`config.mk`:
```
export PLATFORM = sky130hd
export DESIGN_NAME = tmrb_register_bank
export DESIGN_NICKNAME = d
export VERILOG_FILES = /design/src/hw/tmrb_pkg.sv /design/src/hw/tmrb_register_bank.sv /design/src/hw/tmrb_fault_queue.sv
export SDC_FILE = /design/constraint.sdc
export NUM_CORES = 1
export LEC_CHECK = 0
export ABC_AREA = 0
export BUFFER_PORTS_ARGS = -buffer_cell sky130_fd_sc_hd__buf_4
export CORE_AREA = 2 2 153 155
export CTS_BUF_LIST = sky130_fd_sc_hd__clkbuf_8
export CTS_CLUSTER_DIAMETER = 50
export DETAILED_ROUTE_END_ITERATION = 7
export DIE_AREA = 0 0 155 157
export PLACE_DENSITY_LB_ADDON = 0.15
export SLEW_MARGIN = 20
export SYNTH_ARGS = -nofsm -noshare
export SYNTH_HDL_FRONTEND = slang
export SYNTH_SLANG_ARGS = --single-unit
```
`constraint.sdc`:
```
create_clock -name mclk -period 7.15 [get_ports mclk]
set_clock_uncertainty 0.2 [all_clocks]
set_input_delay 1.43 -clock mclk [delete_from_list [all_inputs] [get_ports mclk]]
set_output_delay 1.43 -clock mclk [all_outputs]
set_load 0.02 [all_outputs]
```
`src/hw/tmrb_pkg.sv`:
```
// Constants shared by the temperature monitor register bank
package tmrb_pkg;
  // Pointer values
  localparam logic [7:0] A_LOCAL_TEMP = 8'h00;
  localparam logic [7:0] A_REMOTE_HI = 8'h01;
  localparam logic [7:0] A_STATUS = 8'h02;
  localparam logic [7:0] A_CFG_RD = 8'h03;
  localparam logic [7:0] A_RATE_RD = 8'h04;
  localparam logic [7:0] A_LHI_RD = 8'h05;
  localparam logic [7:0] A_LLO_RD = 8'h06;
  localparam logic [7:0] A_RHI_RD = 8'h07;
  localparam logic [7:0] A_RLO_RD = 8'h08;
  localparam logic [7:0] A_CFG_WR = 8'h09;
  localparam logic [7:0] A_RATE_WR = 8'h0a;
  localparam logic [7:0] A_LHI_WR = 8'h0b;
  localparam logic [7:0] A_LLO_WR = 8'h0c;
  localparam logic [7:0] A_RHI_WR = 8'h0d;
  localparam logic [7:0] A_RLO_WR = 8'h0e;
  localparam logic [7:0] A_ONE_SHOT = 8'h0f;
  localparam logic [7:0] A_REMOTE_LO = 8'h10;
  localparam logic [7:0] A_OFS_HI = 8'h11;
  localparam logic [7:0] A_OFS_LO = 8'h12;
  localparam logic [7:0] A_RHI_LO = 8'h13;
  localparam logic [7:0] A_RLO_LO = 8'h14;
  localparam logic [7:0] A_REMOTE_CRITICAL_FLAG = 8'h19;
  localparam logic [7:0] A_LOCAL_CRITICAL_FLAG = 8'h20;
  localparam logic [7:0] A_HYST = 8'h21;
  localparam logic [7:0] A_FILT = 8'hbf;
  localparam logic [7:0] A_MAKER = 8'hfe;
  localparam logic [7:0] A_REV = 8'hff;
  // Values after reset
  localparam logic [7:0] RST_POINTER = 8'h00;
  localparam logic [7:0] RST_TEMP = 8'h00;
  localparam logic [7:0] RST_CFG = 8'h00;
  localparam logic [7:0] RST_RATE = 8'h08;
  localparam logic [7:0] RST_HIGH = 8'h46;
  localparam logic [7:0] RST_LOW = 8'h00;
  localparam logic [7:0] RST_FRAC = 8'h00;
  localparam logic [7:0] RST_OFS = 8'h00;
  localparam logic [7:0] RST_REMOTE_CRITICAL_FLAG = 8'h6e;
  localparam logic [7:0] RST_LOCAL_CRITICAL_FLAG_STD = 8'h55;
  localparam logic [7:0] RST_LOCAL_CRITICAL_FLAG_HOT = 8'h69;
  localparam logic [7:0] RST_HYST = 8'h0a;
  localparam logic [7:0] RST_FILT = 8'h00;
  localparam logic [6:0] RST_FLAGS = 7'h00;
  // Field positions and masks
  localparam int CFG_ALERT_MASK = 7;
  localparam int CFG_SHUTDOWN = 6;
  localparam int CFG_REMOTE_CRITICAL_FLAG_MASK = 4;
  localparam int CFG_LOCAL_CRITICAL_FLAG_MASK = 2;
  localparam int CFG_FAULT_QUEUE = 0;
  localparam int ST_LOVER = 6;
  localparam int ST_LUNDER = 5;
  localparam int ST_ROVER = 4;
  localparam int ST_RUNDER = 3;
  localparam int ST_OPEN = 2;
  localparam int ST_REMOTE_CRITICAL_FLAG = 1;
  localparam int ST_LOCAL_CRITICAL_FLAG = 0;
  localparam int FILT_CMP_MODE = 0;
  localparam logic [7:0] CFG_DEFINED = 8'hd5;
  localparam logic [7:0] FRAC_DEFINED = 8'he0;
  localparam logic [7:0] HYST_DEFINED = 8'h1f;
  localparam logic [7:0] FILT_DEFINED = 8'h07;
  localparam logic [6:0] ALERT_SOURCES = 7'h7b;
  // Conversion timing
  localparam int unsigned CLK_HZ = 40000000;
  localparam int unsigned SLOWEST_PERIOD_S = 16;
  localparam int unsigned SLOWEST_CYCLES = CLK_HZ * SLOWEST_PERIOD_S;
  localparam logic [7:0] RATE_MAX_CODE = 8'h09;
  localparam int FAULT_QUEUE_DEPTH = 3;
  // Remote result range in eighths of a degree, local range in whole degrees
  localparam logic signed [13:0] REM_MAX = 14'sd1023;
  localparam logic signed [13:0] REM_MIN = -14'sd1031;
  localparam logic signed [13:0] REM_HI_FLOOR = -14'sd1024;
  localparam logic signed [9:0] LOC_MAX = 10'sd127;
  localparam logic signed [9:0] LOC_MIN = -10'sd128;
endpackage : tmrb_pkg

```
`src/hw/tmrb_register_bank.sv`:
```
// Register bank of a dual-channel temperature monitor
`timescale 1ns/1ps
module tmrb_register_bank #(
  parameter bit LOCAL_CRIT_HOT = 1'b0,
  // Arbitrary identity values
  parameter logic [7:0] MAKER_CODE = 8'h5a,
  parameter logic [7:0] DIE_REV = 8'h0c,
  parameter int unsigned SLOWEST_CYCLES = tmrb_pkg::SLOWEST_CYCLES
) (
  input wire logic mclk,
  input wire logic resetn,
  input wire logic cmd_valid,
  input wire logic [7:0] cmd_byte,
  input wire logic wr_valid,
  input wire logic [7:0] wr_data,
  input wire logic rd_req,
  output logic [7:0] rd_data,
  output logic conv_start,
  input wire logic conv_done,
  input wire logic [9:0] local_raw,
  input wire logic [12:0] remote_raw,
  input wire logic remote_open,
  output logic busy,
  output logic [1:0] filter_level,
  output logic alert_oe,
  output logic tcrit_oe
);
  typedef struct packed {
    logic [7:0] ptr;
    logic [7:0] cfg;
    logic [7:0] rate;
    logic [7:0] lhi;
    logic [7:0] llo;
    logic [7:0] rhi_hi;
    logic [7:0] rlo_hi;
    logic [7:0] rhi_lo;
    logic [7:0] rlo_lo;
    logic [7:0] ofs_hi;
    logic [7:0] ofs_lo;
    logic [7:0] remote_critical_flag;
    logic [7:0] local_critical_flag;
    logic [7:0] hyst;
    logic [7:0] filt;
    logic [7:0] loc_t;
    logic [7:0] rem_hi;
    logic [7:0] rem_lo;
    logic [12:0] rem_val;
    logic [7:0] lo_frozen;
    logic frz_valid;
    logic [6:0] flags;
    logic [6:0] live;
    logic open_seen;
    logic busy;
    logic one_shot;
    logic [31:0] timer;
    logic start;
    logic eval1;
    logic eval2;
    logic [7:0] rd_data;
    logic local_critical_flag_act;
    logic remote_critical_flag_act;
    logic alert;
    logic tcrit;
  } tmrb_state_t;

  localparam logic [7:0] LOCAL_CRITICAL_FLAG_RST =
    LOCAL_CRIT_HOT ? tmrb_pkg::RST_LOCAL_CRITICAL_FLAG_HOT : tmrb_pkg::RST_LOCAL_CRITICAL_FLAG_STD;

  tmrb_state_t st_r;
  tmrb_state_t st_nxt;
  logic q_rover;
  logic q_runder;
  logic q_remote_critical_flag;
  logic v_rover;
  logic v_runder;
  logic v_remote_critical_flag;
  logic signed [12:0] rem_s;
  logic signed [12:0] rhi_s;
  logic signed [12:0] rlo_s;
  logic signed [12:0] remote_critical_flag_s;
  logic signed [8:0] loc_s;
  logic signed [13:0] rem_sum;
  logic signed [13:0] rem_sat;
  logic signed [13:0] rem_under;
  logic signed [9:0] loc_sat;
  logic [7:0] rate_code;
  logic [31:0] period;

  // Remote comparisons in eighths of a degree
  always_comb
  begin
    rem_s = $signed(st_r.rem_val);
    rhi_s = $signed({{2{st_r.rhi_hi[7]}}, st_r.rhi_hi, st_r.rhi_lo[7:5]});
    rlo_s = $signed({{2{st_r.rlo_hi[7]}}, st_r.rlo_hi, st_r.rlo_lo[7:5]});
    remote_critical_flag_s = $signed({{2{st_r.remote_critical_flag[7]}}, st_r.remote_critical_flag, 3'h0});
    loc_s = $signed({st_r.loc_t[7], st_r.loc_t});
    v_rover = rem_s > rhi_s;
    v_runder = rem_s < rlo_s;
    v_remote_critical_flag = rem_s > remote_critical_flag_s;
  end

  // Remote measurement with offset, clamped
  always_comb
  begin
    rem_sum = $signed({remote_raw[12], remote_raw})
      + $signed({{3{st_r.ofs_hi[7]}}, st_r.ofs_hi, st_r.ofs_lo[7:5]});
    if (rem_sum > tmrb_pkg::REM_MAX)
      rem_sat = tmrb_pkg::REM_MAX;
    else if (rem_sum < tmrb_pkg::REM_MIN)
      rem_sat = tmrb_pkg::REM_MIN;
    else
      rem_sat = rem_sum;
    rem_under = tmrb_pkg::REM_HI_FLOOR - rem_sat;
    if ($signed(local_raw) > tmrb_pkg::LOC_MAX)
      loc_sat = tmrb_pkg::LOC_MAX;
    else if ($signed(local_raw) < tmrb_pkg::LOC_MIN)
      loc_sat = tmrb_pkg::LOC_MIN;
    else
      loc_sat = $signed(local_raw);
  end

  // Codes above the defined range run at the fastest rate
  always_comb
  begin
    rate_code = (st_r.rate > tmrb_pkg::RATE_MAX_CODE) ? tmrb_pkg::RATE_MAX_CODE : st_r.rate;
    period = 32'(SLOWEST_CYCLES) >> rate_code;
  end

  tmrb_fault_queue #(
    .DEPTH(tmrb_pkg::FAULT_QUEUE_DEPTH)
  ) u_fq_over (
    .mclk(mclk),
    .resetn(resetn),
    .sample(st_r.eval1),
    .violation(v_rover),
    .enable(st_r.cfg[tmrb_pkg::CFG_FAULT_QUEUE]),
    .tripped(q_rover)
  );

  tmrb_fault_queue #(
    .DEPTH(tmrb_pkg::FAULT_QUEUE_DEPTH)
  ) u_fq_under (
    .mclk(mclk),
    .resetn(resetn),
    .sample(st_r.eval1),
    .violation(v_runder),
    .enable(st_r.cfg[tmrb_pkg::CFG_FAULT_QUEUE]),
    .tripped(q_runder)
  );

  tmrb_fault_queue #(
    .DEPTH(tmrb_pkg::FAULT_QUEUE_DEPTH)
  ) u_fq_crit (
    .mclk(mclk),
    .resetn(resetn),
    .sample(st_r.eval1),
    .violation(v_remote_critical_flag),
    .enable(st_r.cfg[tmrb_pkg::CFG_FAULT_QUEUE]),
    .tripped(q_remote_critical_flag)
  );

  always_comb
  begin
    logic [6:0] set_vec;
    logic [6:0] src;
    logic signed [9:0] lrel;
    logic signed [9:0] rrel;
    set_vec = 7'h00;
    src = 7'h00;
    lrel = 10'sd0;
    rrel = 10'sd0;
    st_nxt = st_r;
    st_nxt.start = 1'b0;
    st_nxt.eval1 = 1'b0;
    st_nxt.eval2 = st_r.eval1;

    if (cmd_valid)
      st_nxt.ptr = cmd_byte;

    if (wr_valid)
    begin
      unique case (st_r.ptr)
        tmrb_pkg::A_CFG_WR: st_nxt.cfg = wr_data & tmrb_pkg::CFG_DEFINED;
        tmrb_pkg::A_RATE_WR: st_nxt.rate = wr_data;
        tmrb_pkg::A_LHI_WR: st_nxt.lhi = wr_data;
        tmrb_pkg::A_LLO_WR: st_nxt.llo = wr_data;
        tmrb_pkg::A_RHI_WR: st_nxt.rhi_hi = wr_data;
        tmrb_pkg::A_RLO_WR: st_nxt.rlo_hi = wr_data;
        tmrb_pkg::A_ONE_SHOT: st_nxt.one_shot = 1'b1;
        tmrb_pkg::A_OFS_HI: st_nxt.ofs_hi = wr_data;
        tmrb_pkg::A_OFS_LO: st_nxt.ofs_lo = wr_data & tmrb_pkg::FRAC_DEFINED;
        tmrb_pkg::A_RHI_LO: st_nxt.rhi_lo = wr_data & tmrb_pkg::FRAC_DEFINED;
        tmrb_pkg::A_RLO_LO: st_nxt.rlo_lo = wr_data & tmrb_pkg::FRAC_DEFINED;
        tmrb_pkg::A_REMOTE_CRITICAL_FLAG: st_nxt.remote_critical_flag = wr_data;
        tmrb_pkg::A_LOCAL_CRITICAL_FLAG: st_nxt.local_critical_flag = wr_data;
        tmrb_pkg::A_HYST: st_nxt.hyst = wr_data & tmrb_pkg::HYST_DEFINED;
        tmrb_pkg::A_FILT: st_nxt.filt = wr_data & tmrb_pkg::FILT_DEFINED;
        default: ;
      endcase
    end

    if (rd_req)
    begin
      unique case (st_r.ptr)
        tmrb_pkg::A_LOCAL_TEMP: st_nxt.rd_data = st_r.loc_t;
        tmrb_pkg::A_REMOTE_HI:
        begin
          st_nxt.rd_data = st_r.rem_hi;
          st_nxt.lo_frozen = st_r.rem_lo;
          st_nxt.frz_valid = 1'b1;
        end
        tmrb_pkg::A_STATUS: st_nxt.rd_data = {st_r.busy, st_r.flags};
        tmrb_pkg::A_CFG_RD: st_nxt.rd_data = st_r.cfg;
        tmrb_pkg::A_RATE_RD: st_nxt.rd_data = st_r.rate;
        tmrb_pkg::A_LHI_RD: st_nxt.rd_data = st_r.lhi;
        tmrb_pkg::A_LLO_RD: st_nxt.rd_data = st_r.llo;
        tmrb_pkg::A_RHI_RD: st_nxt.rd_data = st_r.rhi_hi;
        tmrb_pkg::A_RLO_RD: st_nxt.rd_data = st_r.rlo_hi;
        tmrb_pkg::A_REMOTE_LO:
        begin
          st_nxt.rd_data = st_r.frz_valid ? st_r.lo_frozen : st_r.rem_lo;
          st_nxt.frz_valid = 1'b0;
        end
        tmrb_pkg::A_OFS_HI: st_nxt.rd_data = st_r.ofs_hi;
        tmrb_pkg::A_OFS_LO: st_nxt.rd_data = st_r.ofs_lo;
        tmrb_pkg::A_RHI_LO: st_nxt.rd_data = st_r.rhi_lo;
        tmrb_pkg::A_RLO_LO: st_nxt.rd_data = st_r.rlo_lo;
        tmrb_pkg::A_REMOTE_CRITICAL_FLAG: st_nxt.rd_data = st_r.remote_critical_flag;
        tmrb_pkg::A_LOCAL_CRITICAL_FLAG: st_nxt.rd_data = st_r.local_critical_flag;
        tmrb_pkg::A_HYST: st_nxt.rd_data = st_r.hyst;
        tmrb_pkg::A_FILT: st_nxt.rd_data = st_r.filt;
        tmrb_pkg::A_MAKER: st_nxt.rd_data = MAKER_CODE;
        tmrb_pkg::A_REV: st_nxt.rd_data = DIE_REV;
        default: st_nxt.rd_data = 8'h00;
      endcase
    end

    // Conversion scheduling; a one-shot still runs in shutdown
    if (st_r.cfg[tmrb_pkg::CFG_SHUTDOWN])
      st_nxt.timer = 32'h0;
    else if (st_r.timer < period - 32'h1)
      st_nxt.timer = st_r.timer + 32'h1;
    // A start still in flight counts as busy, so no second start follows it
    if (!st_r.busy && !st_r.start)
    begin
      if (st_r.one_shot)
      begin
        st_nxt.start = 1'b1;
        st_nxt.one_shot = 1'b0;
      end
      else if (!st_r.cfg[tmrb_pkg::CFG_SHUTDOWN] && st_r.timer >= period - 32'h1)
      begin
        st_nxt.start = 1'b1;
        st_nxt.timer = 32'h0;
      end
    end
    if (st_r.start)
      st_nxt.busy = 1'b1;
    else if (conv_done)
      st_nxt.busy = 1'b0;

    // Results replace the reset zeros only when a conversion ends
    if (conv_done && st_r.busy)
    begin
      st_nxt.loc_t = loc_sat[7:0];
      st_nxt.rem_val = rem_sat[12:0];
      if (rem_sat < tmrb_pkg::REM_HI_FLOOR)
      begin
        st_nxt.rem_hi = 8'h80;
        st_nxt.rem_lo = {rem_under[2:0], 5'h00};
      end
      else
      begin
        st_nxt.rem_hi = rem_sat[10:3];
        st_nxt.rem_lo = {rem_sat[2:0], 5'h00};
      end
      st_nxt.open_seen = remote_open;
      st_nxt.eval1 = 1'b1;
    end

    // Alarm update one cycle after the fault queues sample
    if (st_r.eval2)
    begin
      lrel = $signed({st_r.local_critical_flag[7], st_r.local_critical_flag[7], st_r.local_critical_flag})
        - $signed({2'h0, st_r.hyst});
      rrel = $signed({st_r.remote_critical_flag[7], st_r.remote_critical_flag[7], st_r.remote_critical_flag})
        - $signed({2'h0, st_r.hyst});
      st_nxt.live[tmrb_pkg::ST_LOVER] = loc_s > $signed({st_r.lhi[7], st_r.lhi});
      st_nxt.live[tmrb_pkg::ST_LUNDER] = loc_s < $signed({st_r.llo[7], st_r.llo});
      st_nxt.live[tmrb_pkg::ST_ROVER] = q_rover;
      st_nxt.live[tmrb_pkg::ST_RUNDER] = q_runder;
      st_nxt.live[tmrb_pkg::ST_OPEN] = st_r.open_seen;
      st_nxt.live[tmrb_pkg::ST_REMOTE_CRITICAL_FLAG] = q_remote_critical_flag;
      st_nxt.live[tmrb_pkg::ST_LOCAL_CRITICAL_FLAG] = loc_s > $signed({st_r.local_critical_flag[7], st_r.local_critical_flag});
      set_vec = st_nxt.live;
      // Critical outputs release only at or below the limit minus hysteresis
      st_nxt.local_critical_flag_act = st_nxt.live[tmrb_pkg::ST_LOCAL_CRITICAL_FLAG]
        | (st_r.local_critical_flag_act & ($signed({loc_s[8], loc_s}) > lrel));
      st_nxt.remote_critical_flag_act = q_remote_critical_flag
        | (st_r.remote_critical_flag_act & ($signed({st_r.rem_hi[7], st_r.rem_hi[7], st_r.rem_hi}) > rrel));
    end

    // A flag raised in the clearing cycle survives the status read
    if (rd_req && st_r.ptr == tmrb_pkg::A_STATUS)
      st_nxt.flags = set_vec;
    else
      st_nxt.flags = st_r.flags | set_vec;

    // Disconnect does not drive the alert
    src = st_r.filt[tmrb_pkg::FILT_CMP_MODE] ? st_r.live : st_r.flags;
    st_nxt.alert = !st_r.cfg[tmrb_pkg::CFG_ALERT_MASK]
      && |(src & tmrb_pkg::ALERT_SOURCES);
    st_nxt.tcrit = (st_r.local_critical_flag_act && !st_r.cfg[tmrb_pkg::CFG_LOCAL_CRITICAL_FLAG_MASK])
      || (st_r.remote_critical_flag_act && !st_r.cfg[tmrb_pkg::CFG_REMOTE_CRITICAL_FLAG_MASK]);
  end

  always_ff @(posedge mclk or negedge resetn)
  begin
    if (!resetn)
    begin
      st_r <= '0;
      st_r.ptr <= tmrb_pkg::RST_POINTER;
      st_r.loc_t <= tmrb_pkg::RST_TEMP;
      st_r.rem_hi <= tmrb_pkg::RST_TEMP;
      st_r.rem_lo <= tmrb_pkg::RST_TEMP;
      st_r.flags <= tmrb_pkg::RST_FLAGS;
      st_r.cfg <= tmrb_pkg::RST_CFG;
      st_r.remote_critical_flag <= tmrb_pkg::RST_REMOTE_CRITICAL_FLAG;
      st_r.local_critical_flag <= LOCAL_CRITICAL_FLAG_RST;
      st_r.lhi <= tmrb_pkg::RST_HIGH;
      st_r.rhi_hi <= tmrb_pkg::RST_HIGH;
      st_r.llo <= tmrb_pkg::RST_LOW;
      st_r.rlo_hi <= tmrb_pkg::RST_LOW;
      st_r.rhi_lo <= tmrb_pkg::RST_FRAC;
      st_r.rlo_lo <= tmrb_pkg::RST_FRAC;
      st_r.ofs_hi <= tmrb_pkg::RST_OFS;
      st_r.ofs_lo <= tmrb_pkg::RST_OFS;
      st_r.hyst <= tmrb_pkg::RST_HYST;
      st_r.filt <= tmrb_pkg::RST_FILT;
      st_r.rate <= tmrb_pkg::RST_RATE;
    end
    else
      st_r <= st_nxt;
  end

  assign rd_data = st_r.rd_data;
  assign conv_start = st_r.start;
  assign busy = st_r.busy;
  assign filter_level = st_r.filt[2:1];
  assign alert_oe = st_r.alert;
  assign tcrit_oe = st_r.tcrit;
endmodule : tmrb_register_bank

```
`src/hw/tmrb_fault_queue.sv`:
```
// Consecutive out-of-limit counter for one remote comparison
`timescale 1ns/1ps
module tmrb_fault_queue #(
  parameter int DEPTH = tmrb_pkg::FAULT_QUEUE_DEPTH
) (
  input wire logic mclk,
  input wire logic resetn,
  input wire logic sample,
  input wire logic violation,
  input wire logic enable,
  output logic tripped
);
  typedef struct packed {
    logic [3:0] count;
    logic tripped;
  } tmrb_fq_state_t;

  tmrb_fq_state_t st_r;
  tmrb_fq_state_t st_nxt;

  always_comb
  begin
    st_nxt = st_r;
    if (sample)
    begin
      if (!violation)
        st_nxt.count = 4'h0;
      else if (st_r.count < 4'(DEPTH))
        st_nxt.count = st_r.count + 4'h1;
      // Without the queue a single violation trips
      st_nxt.tripped = enable ? (st_nxt.count >= 4'(DEPTH)) : violation;
    end
  end

  always_ff @(posedge mclk or negedge resetn)
  begin
    if (!resetn)
      st_r <= '0;
    else
      st_r <= st_nxt;
  end

  assign tripped = st_r.tripped;
endmodule : tmrb_fault_queue

```
=== Yosys cells after proc, flatten, opt, wreduce, memory -nomap -nowiden ===
Index checks and enable logic that the tools add are counted.

* Register bits after elaboration: 219
* Word-level logic and storage cells: 174

* Shift operators: 1
* Muxes and demuxes: 36
* Add/subtract/negate cells: 9
* Bitwise logic cells: 5
* Reductions and logical operators: 34
* Equal/unequal tests: 26
* $lt $le $gt $ge: 22

{| class="wikitable"
|+ Operators with widths
! operator !! number
|-
| 8-bit one-hot mux with 20 select lines || 1
|-
| 32-bit 2-to-1 mux || 3
|-
| 8-bit by 4-bit == test with 1-bit output, second input constant || 8
|-
| 8-bit by 5-bit == test with 1-bit output, second input constant || 6
|-
| 4-bit 2-to-1 mux || 9
|-
| 34-bit 2-to-1 mux || 1
|-
| 33-bit 2-to-1 mux || 1
|-
| 32-bit by 1-bit adder with 32-bit output, second input constant || 1
|-
| 8-bit by 3-bit == test with 1-bit output, second input constant || 4
|-
| 32-bit greater-or-equal comparator || 1
|-
| 32-bit less-than comparator || 1
|-
| 8-bit 2-to-1 mux || 4
|-
| 2-bit AND reduction || 16
|-
| 30-bit by 8-bit >> shifter with 32-bit output, first input constant || 1
|-
| 32-bit by 1-bit subtractor with 32-bit output, second input constant || 1
|-
| 14-bit 2-to-1 mux || 2
|-
| 13-bit by 11-bit > comparator with 1-bit output || 2
|-
| 8-bit == test, second input constant || 3
|-
| 7-bit 2-to-1 mux || 3
|-
| 8-bit by 9-bit > comparator with 1-bit output || 2
|-
| 8-bit by 6-bit subtractor with 9-bit output || 2
|-
| 8-bit by 2-bit == test with 1-bit output, second input constant || 2
|-
| 8-bit by 6-bit == test with 1-bit output, second input constant || 2
|-
| 8-bit > comparator || 2
|-
| other kinds (26) || 55
|}

=== Longest topological paths before layout ===
* Depth after elaboration: 10
* Depth in mapped cells: 17
* Gate-level depth less buffers: 17

=== Hierarchy ===
Synthesis repeated with hierarchy kept, for this count alone.

* Cells, all modules: 1,554
* Area, all modules: 14,186.1 sq um

{| class="wikitable"
|+ By module, submodules not included
! module !! area each (sq um) !! cells each !! times used !! sequential area each (sq um)
|-
| tmrb_register_bank || 13,337.8 || 1,479 || 1 || 4,827.1
|-
| tmrb_fault_queue || 282.8 || 25 || 3 || 125.1
|}

=== Worst setup path after synthesis ===
No wires, ideal clock.

* Path kind: input port to flip-flop
* Start point: in remote_raw[0]
* End point: reg st_r[93] (netlist bit)
* Required time: 6.862 ns
* Arrival time: 4.779 ns
* Stages: 17
* Setup time: 0.088 ns
* Slack: 2.083 ns
* Cells stage by stage: ha_1 > fa_1 > a211oi_1 > o21ai_0 > a31oi_1 > o21ai_0 > xnor2_1 > a41o_1 > nand4b_1 > ha_1 > clkbuf_1 > nor3b_1 > ha_1 > nor2_1 > nor3_1 > a21oi_1 > a41oi_1

* Cells in the longest elaborated chain, start to end: 6
* Elaborated cells between the ends (all ways): 8

{| class="wikitable"
|+ Ends and longest elaborated chain
! what !! line !! text
|-
| start: declaration || tmrb_register_bank.sv:21 || <nowiki>input wire logic [12:0] remote_raw,</nowiki>
|-
| 13-bit by 11-bit adder with 14-bit output * || tmrb_register_bank.sv:106 || <nowiki>+ $signed({{3{st_r.ofs_hi[7]}}, st_r.ofs_hi, st_r.ofs_lo[7:5]});</nowiki>
|-
| 14-bit by 12-bit less-than comparator with 1-bit output || tmrb_register_bank.sv:109 || <nowiki>else if (rem_sum < tmrb_pkg::REM_MIN)</nowiki>
|-
| 14-bit 2-to-1 mux || tmrb_register_bank.sv:109 ||
|-
| 14-bit 2-to-1 mux * || tmrb_register_bank.sv:107 || <nowiki>if (rem_sum > tmrb_pkg::REM_MAX)</nowiki>
|-
| 14-bit by 11-bit less-than comparator with 1-bit output or 1-bit by 3-bit subtractor with 3-bit output (tied branches) || tmrb_register_bank.sv:267, tmrb_register_bank.sv:113 ||
|-
| 16-bit 2-to-1 mux * || tmrb_register_bank.sv:267 || <nowiki>if (rem_sat < tmrb_pkg::REM_HI_FLOOR)</nowiki>
|-
| end signal: assignment || tmrb_register_bank.sv:343 || <nowiki>st_r <= st_nxt;</nowiki>
|-
| end: declaration || tmrb_register_bank.sv:69 || <nowiki>tmrb_state_t st_r;</nowiki>
|}

Every way passes the cells marked *; elsewhere a longest branch is shown, timed or not.
A chain may end at the register's enable or synchronous reset.

==> results.yml <==
routing:
  met1Wirelength_um: 16300
  highest_layer: "met4"
  ant_nets: 0
  route.met2.wl_um: 17200
  drt_iter0_drc: 1013
  num_vias: 11376
  drc_errors: 0
  post_drt_wl_per_cell_um: 20.9
  via_per_inst: 6.28
  wirelength_um: 37800
  firstDrtPassIters: 6
  met3_length_um: 2900
worst_hold_path:
  min_path_type: "flip-flop to flip-flop"
  whs_path_depth: 2
  hp-start: "st_r[49]"
  holdPathEnd: "st_r[49]"
placed_design:
  placed_area_sq_um: 14100
  dp_hpwl_um: 28300
  io_buffers: 59
  gp_congestion: 0.993
setup_path:
  crit_chain: "or4_1 -> nor2_1 -> inv_1 -> ha_1 -> a21o_1 -> a21o_1 -> a221oi_1 -> o21ai_0 -> o21ai_1 -> nand4_1 -> or4_1 -> a21oi_1"
  cp_num_buf_inv: 1
  worstSetupPathType: "flip-flop to flip-flop"
  startpoint_type: "flip-flop"
  r2r-start: "st_r[210]"
  critPathMaxFanout: 18
  regToRegSetupSlack_ns: 1.86
  worstRegToRegCells: 12
  crit_slowest_cell: "o21ai_1"
  required_ns: 7.42
  cp.arrival_ns: 5.56
  reg2reg_to: "st_r[46]"
  worst_path_dominant_cell_family: "simple AND/OR/NAND/NOR gates"
  endpoint_kind: "flip-flop"
  cpPeakStageDelay_ns: 0.80
cells_and_area:
  drive_gt1_share_pct: 14.9
  final_util_pct: 66.2
  nets: 1684
  final_area_sq_um: 14900
  num_antenna_cells: 0
  fillers: 1868
  area_growth_pct: 10.4
synth:
  yosysWarnings: 0
  synth_top_family_by_area: "compound AO/OA/AOI/OAI gates"
  synth-adder-area-share_pct: 13.2
  synth_mux_area_share_pct: 6.30
  synth_edf_count: 0
  synth-seq-cells: 207
  syn_inst: 1446
  synth_compound_area_share_pct: 18.9
  async_reset_ff_share_pct: 100
  yosysSeqAreaShare_pct: 38.5
  synth-xor-area-share_pct: 2.34
  synth_cell_types: 70
  syn_avg_cell_area_sq_um: 9.33
  syn_area_sq_um: 13500
  yosys.area_share.simple_pct: 15.7
  ys.flop_type: "dfrtp_1"
timing:
  max_clock_freq_ghz: 0.189
  setup_violations: 0
  tightest_slew_ns: 1.16
  drv_slew: 0
  post-route-period-util_pct: 73.9
  hold_viol: 0
  max_slew_margin_pct: 21.7
  rsz0062_at_grt: "false"
  tns_ns: 0
  fin_crit_ns: 5.29
die:
  die_w_um: 155
  fp-row-count: 55
  die_h_um: 157
  dieArea_sq_um: 24300
  pin_count: 60
  initial_utilization_pct: 60.0
  core-area_sq_um: 22500
outcome:
  status: "finished, final reports clean"
global_routing:
  grt_usage_pct: 31.6
  grt_pass1_vias: 10870
  gr-total-overflow: 0
  grt_max_degree: 73
  grt_pass1_wl_um: 59500
  antenna_found_initial: 0
clock_network:
  cts_max_level: 2
  cts_setup_buffers: 0
  clockRootBuffer: "clkbuf_8"
  clk_pin_slew_worst_paths_ns: 0.06
  cts_buffers: 40
  post_cts_resized: 0
  clk_latency_ns: 0.56
  cts_tree: "yes"
  hold_buffers: 0
  clock_sinks: 207
  cts_buffer_depth: 3
power:
  power_per_cell_area_nw_per_um2: 247
  leakagePower_nw: 6.99
  ir_worst_vdd_mv: 0.144
  power_mw: 3.68
job:
  drv_cap: 0
-- worst register-to-register path, cell delays in order (launching register included) --
cell and delay (ns):
dfrtp_1 0.40, or4_1 0.66, nor2_1 0.42, inv_1 0.22
ha_1 0.24, a21o_1 0.16, a21o_1 0.17, a221oi_1 0.24
o21ai_0 0.13, o21ai_1 0.80, nand4_1 0.77, or4_1 0.63
a21oi_1 0.15
-- power breakdown --
| group | internal, mW | total [mW] | switching [mW] |
|---|---|---|---|
| Clock | 0.629 | 1.16 | 0.529 |
| Combinational | 0.450 | 1.01 | 0.563 |
| Sequential | 1.31 | 1.50 | 0.194 |
| Total | 2.39 | 3.68 | 1.29 |
-- metal layers --
layer  vias up  GRT usage [%]
li1       5368              -
met4         0           12.4
met5         -              0
met3       101           7.49
met2       457           49.9
met1      5450           42.2
-- cell usage after synthesis (20+ instances only) --
library cell	count	area share, %
a221oi_1	22	1.4
xnor2_1	22	1.4
nand4_1	29	1.3
nand2_1	145	4.0
ha_1	138	13
o21a_1	20	1.1
mux2_2	72	6.0
a21o_1	27	1.5
or3_1	22	1.0
clkbuf_1	49	1.4
inv_1	102	2.8
nor2_1	88	2.4
a21oi_1	66	2.4
nand3_1	28	1.0
o21ai_0	131	4.9
nor3_1	25	0.93
dfrtp_1	189	35
-- stage by stage --
stage | instances | setup slack, ns | hold slack [ns]
2_1_floorplan | 1450 | 2.08 | 0.220
3_3_place_gp | 1740 | 1.61 | 0.263
3_5_place_dp | 1740 | 1.53 | 0.279
4_1_cts | 1812 | 1.94 | 0.293
5_1_grt | 1812 | 1.54 | 0.329
6_report | 1812 | 1.86 | 0.287
-- state kept, by name, indices dropped and copies added (netlist names) --
| register | count |
|---|---|
| u_fq_over.tripped | 1 |
| st_r | 126 |
| tcrit_oe | 1 |
| busy | 1 |
| rhi_s | 11 |
| loc_s | 8 |
| conv_start | 1 |
| rd_data | 8 |
| u_fq_under.st_r | 4 |
| u_fq_crit.st_r | 4 |
| remote_critical_flag_s | 8 |
| rem_s | 13 |
| alert_oe | 1 |
| u_fq_over.st_r | 4 |
| st_nxt | 1 |
| rlo_s | 11 |
| filter_level | 2 |
| u_fq_crit.tripped | 1 |
| u_fq_under.tripped | 1 |
-- cells by family (layout without fill, tap and decap cells) --
kind of cell | after synthesis | in the layout
AND/OR/NAND/NOR | 433 | 433
AO/OA/AOI/OAI | 386 | 386
flip-flops | 207 | 207
buffers and inverters | 165 | 242
adder cells (fa/ha/maj) | 141 | 141
multiplexers | 76 | 76
XOR/XNOR | 36 | 36
other | 2 | 6
-- cell usage in the layout (no fill, tap or decap), types with 15 or more instances in the layout --
master / count
dfrtp_1: 189
inv_1: 120
a21o_1: 26
mux2_2: 72
buf_4: 66
clkbuf_8: 47
a221oi_1: 22
o21a_1: 20
a22o_1: 15
nor3_1: 24
a21oi_1: 66
nand2_1: 145
xnor2_1: 22
o21ai_0: 131
or3_1: 22
nor2b_1: 18
nor2_1: 88
ha_1: 138
nand4_1: 29
nand3_1: 28
dfstp_2: 18
nand2b_1: 16
-- cell type report --
type	instances	area, sq um	area share [%]
Clock buffer	46	633	4.25
Multi-Input combinational cell	1078	7650	51.4
Inverter	103	387	2.60
Clock inverter	26	158	1.06
Timing Repair Buffer	67	509	3.42
Sequential cell	207	5200	34.9
Tap cell	285	357	2.39
-- how the worst max path moves through the flow --
stage	startpoint	to	slack, ns	cells past startpoint
after floorplan	remote_raw[0]	st_r[93]	2.08	17
after global placement	remote_raw[0]	st_r[93]	1.61	18
after detailed placement	remote_raw[0]	st_r[93]	1.53	18
after CTS	st_r[210]	st_r[46]	1.94	12
after global routing	st_r[208]	st_r[46]	1.54	14
final	st_r[210]	st_r[46]	1.86	12
No activity file was read; power rests on OpenSTA's default activity.
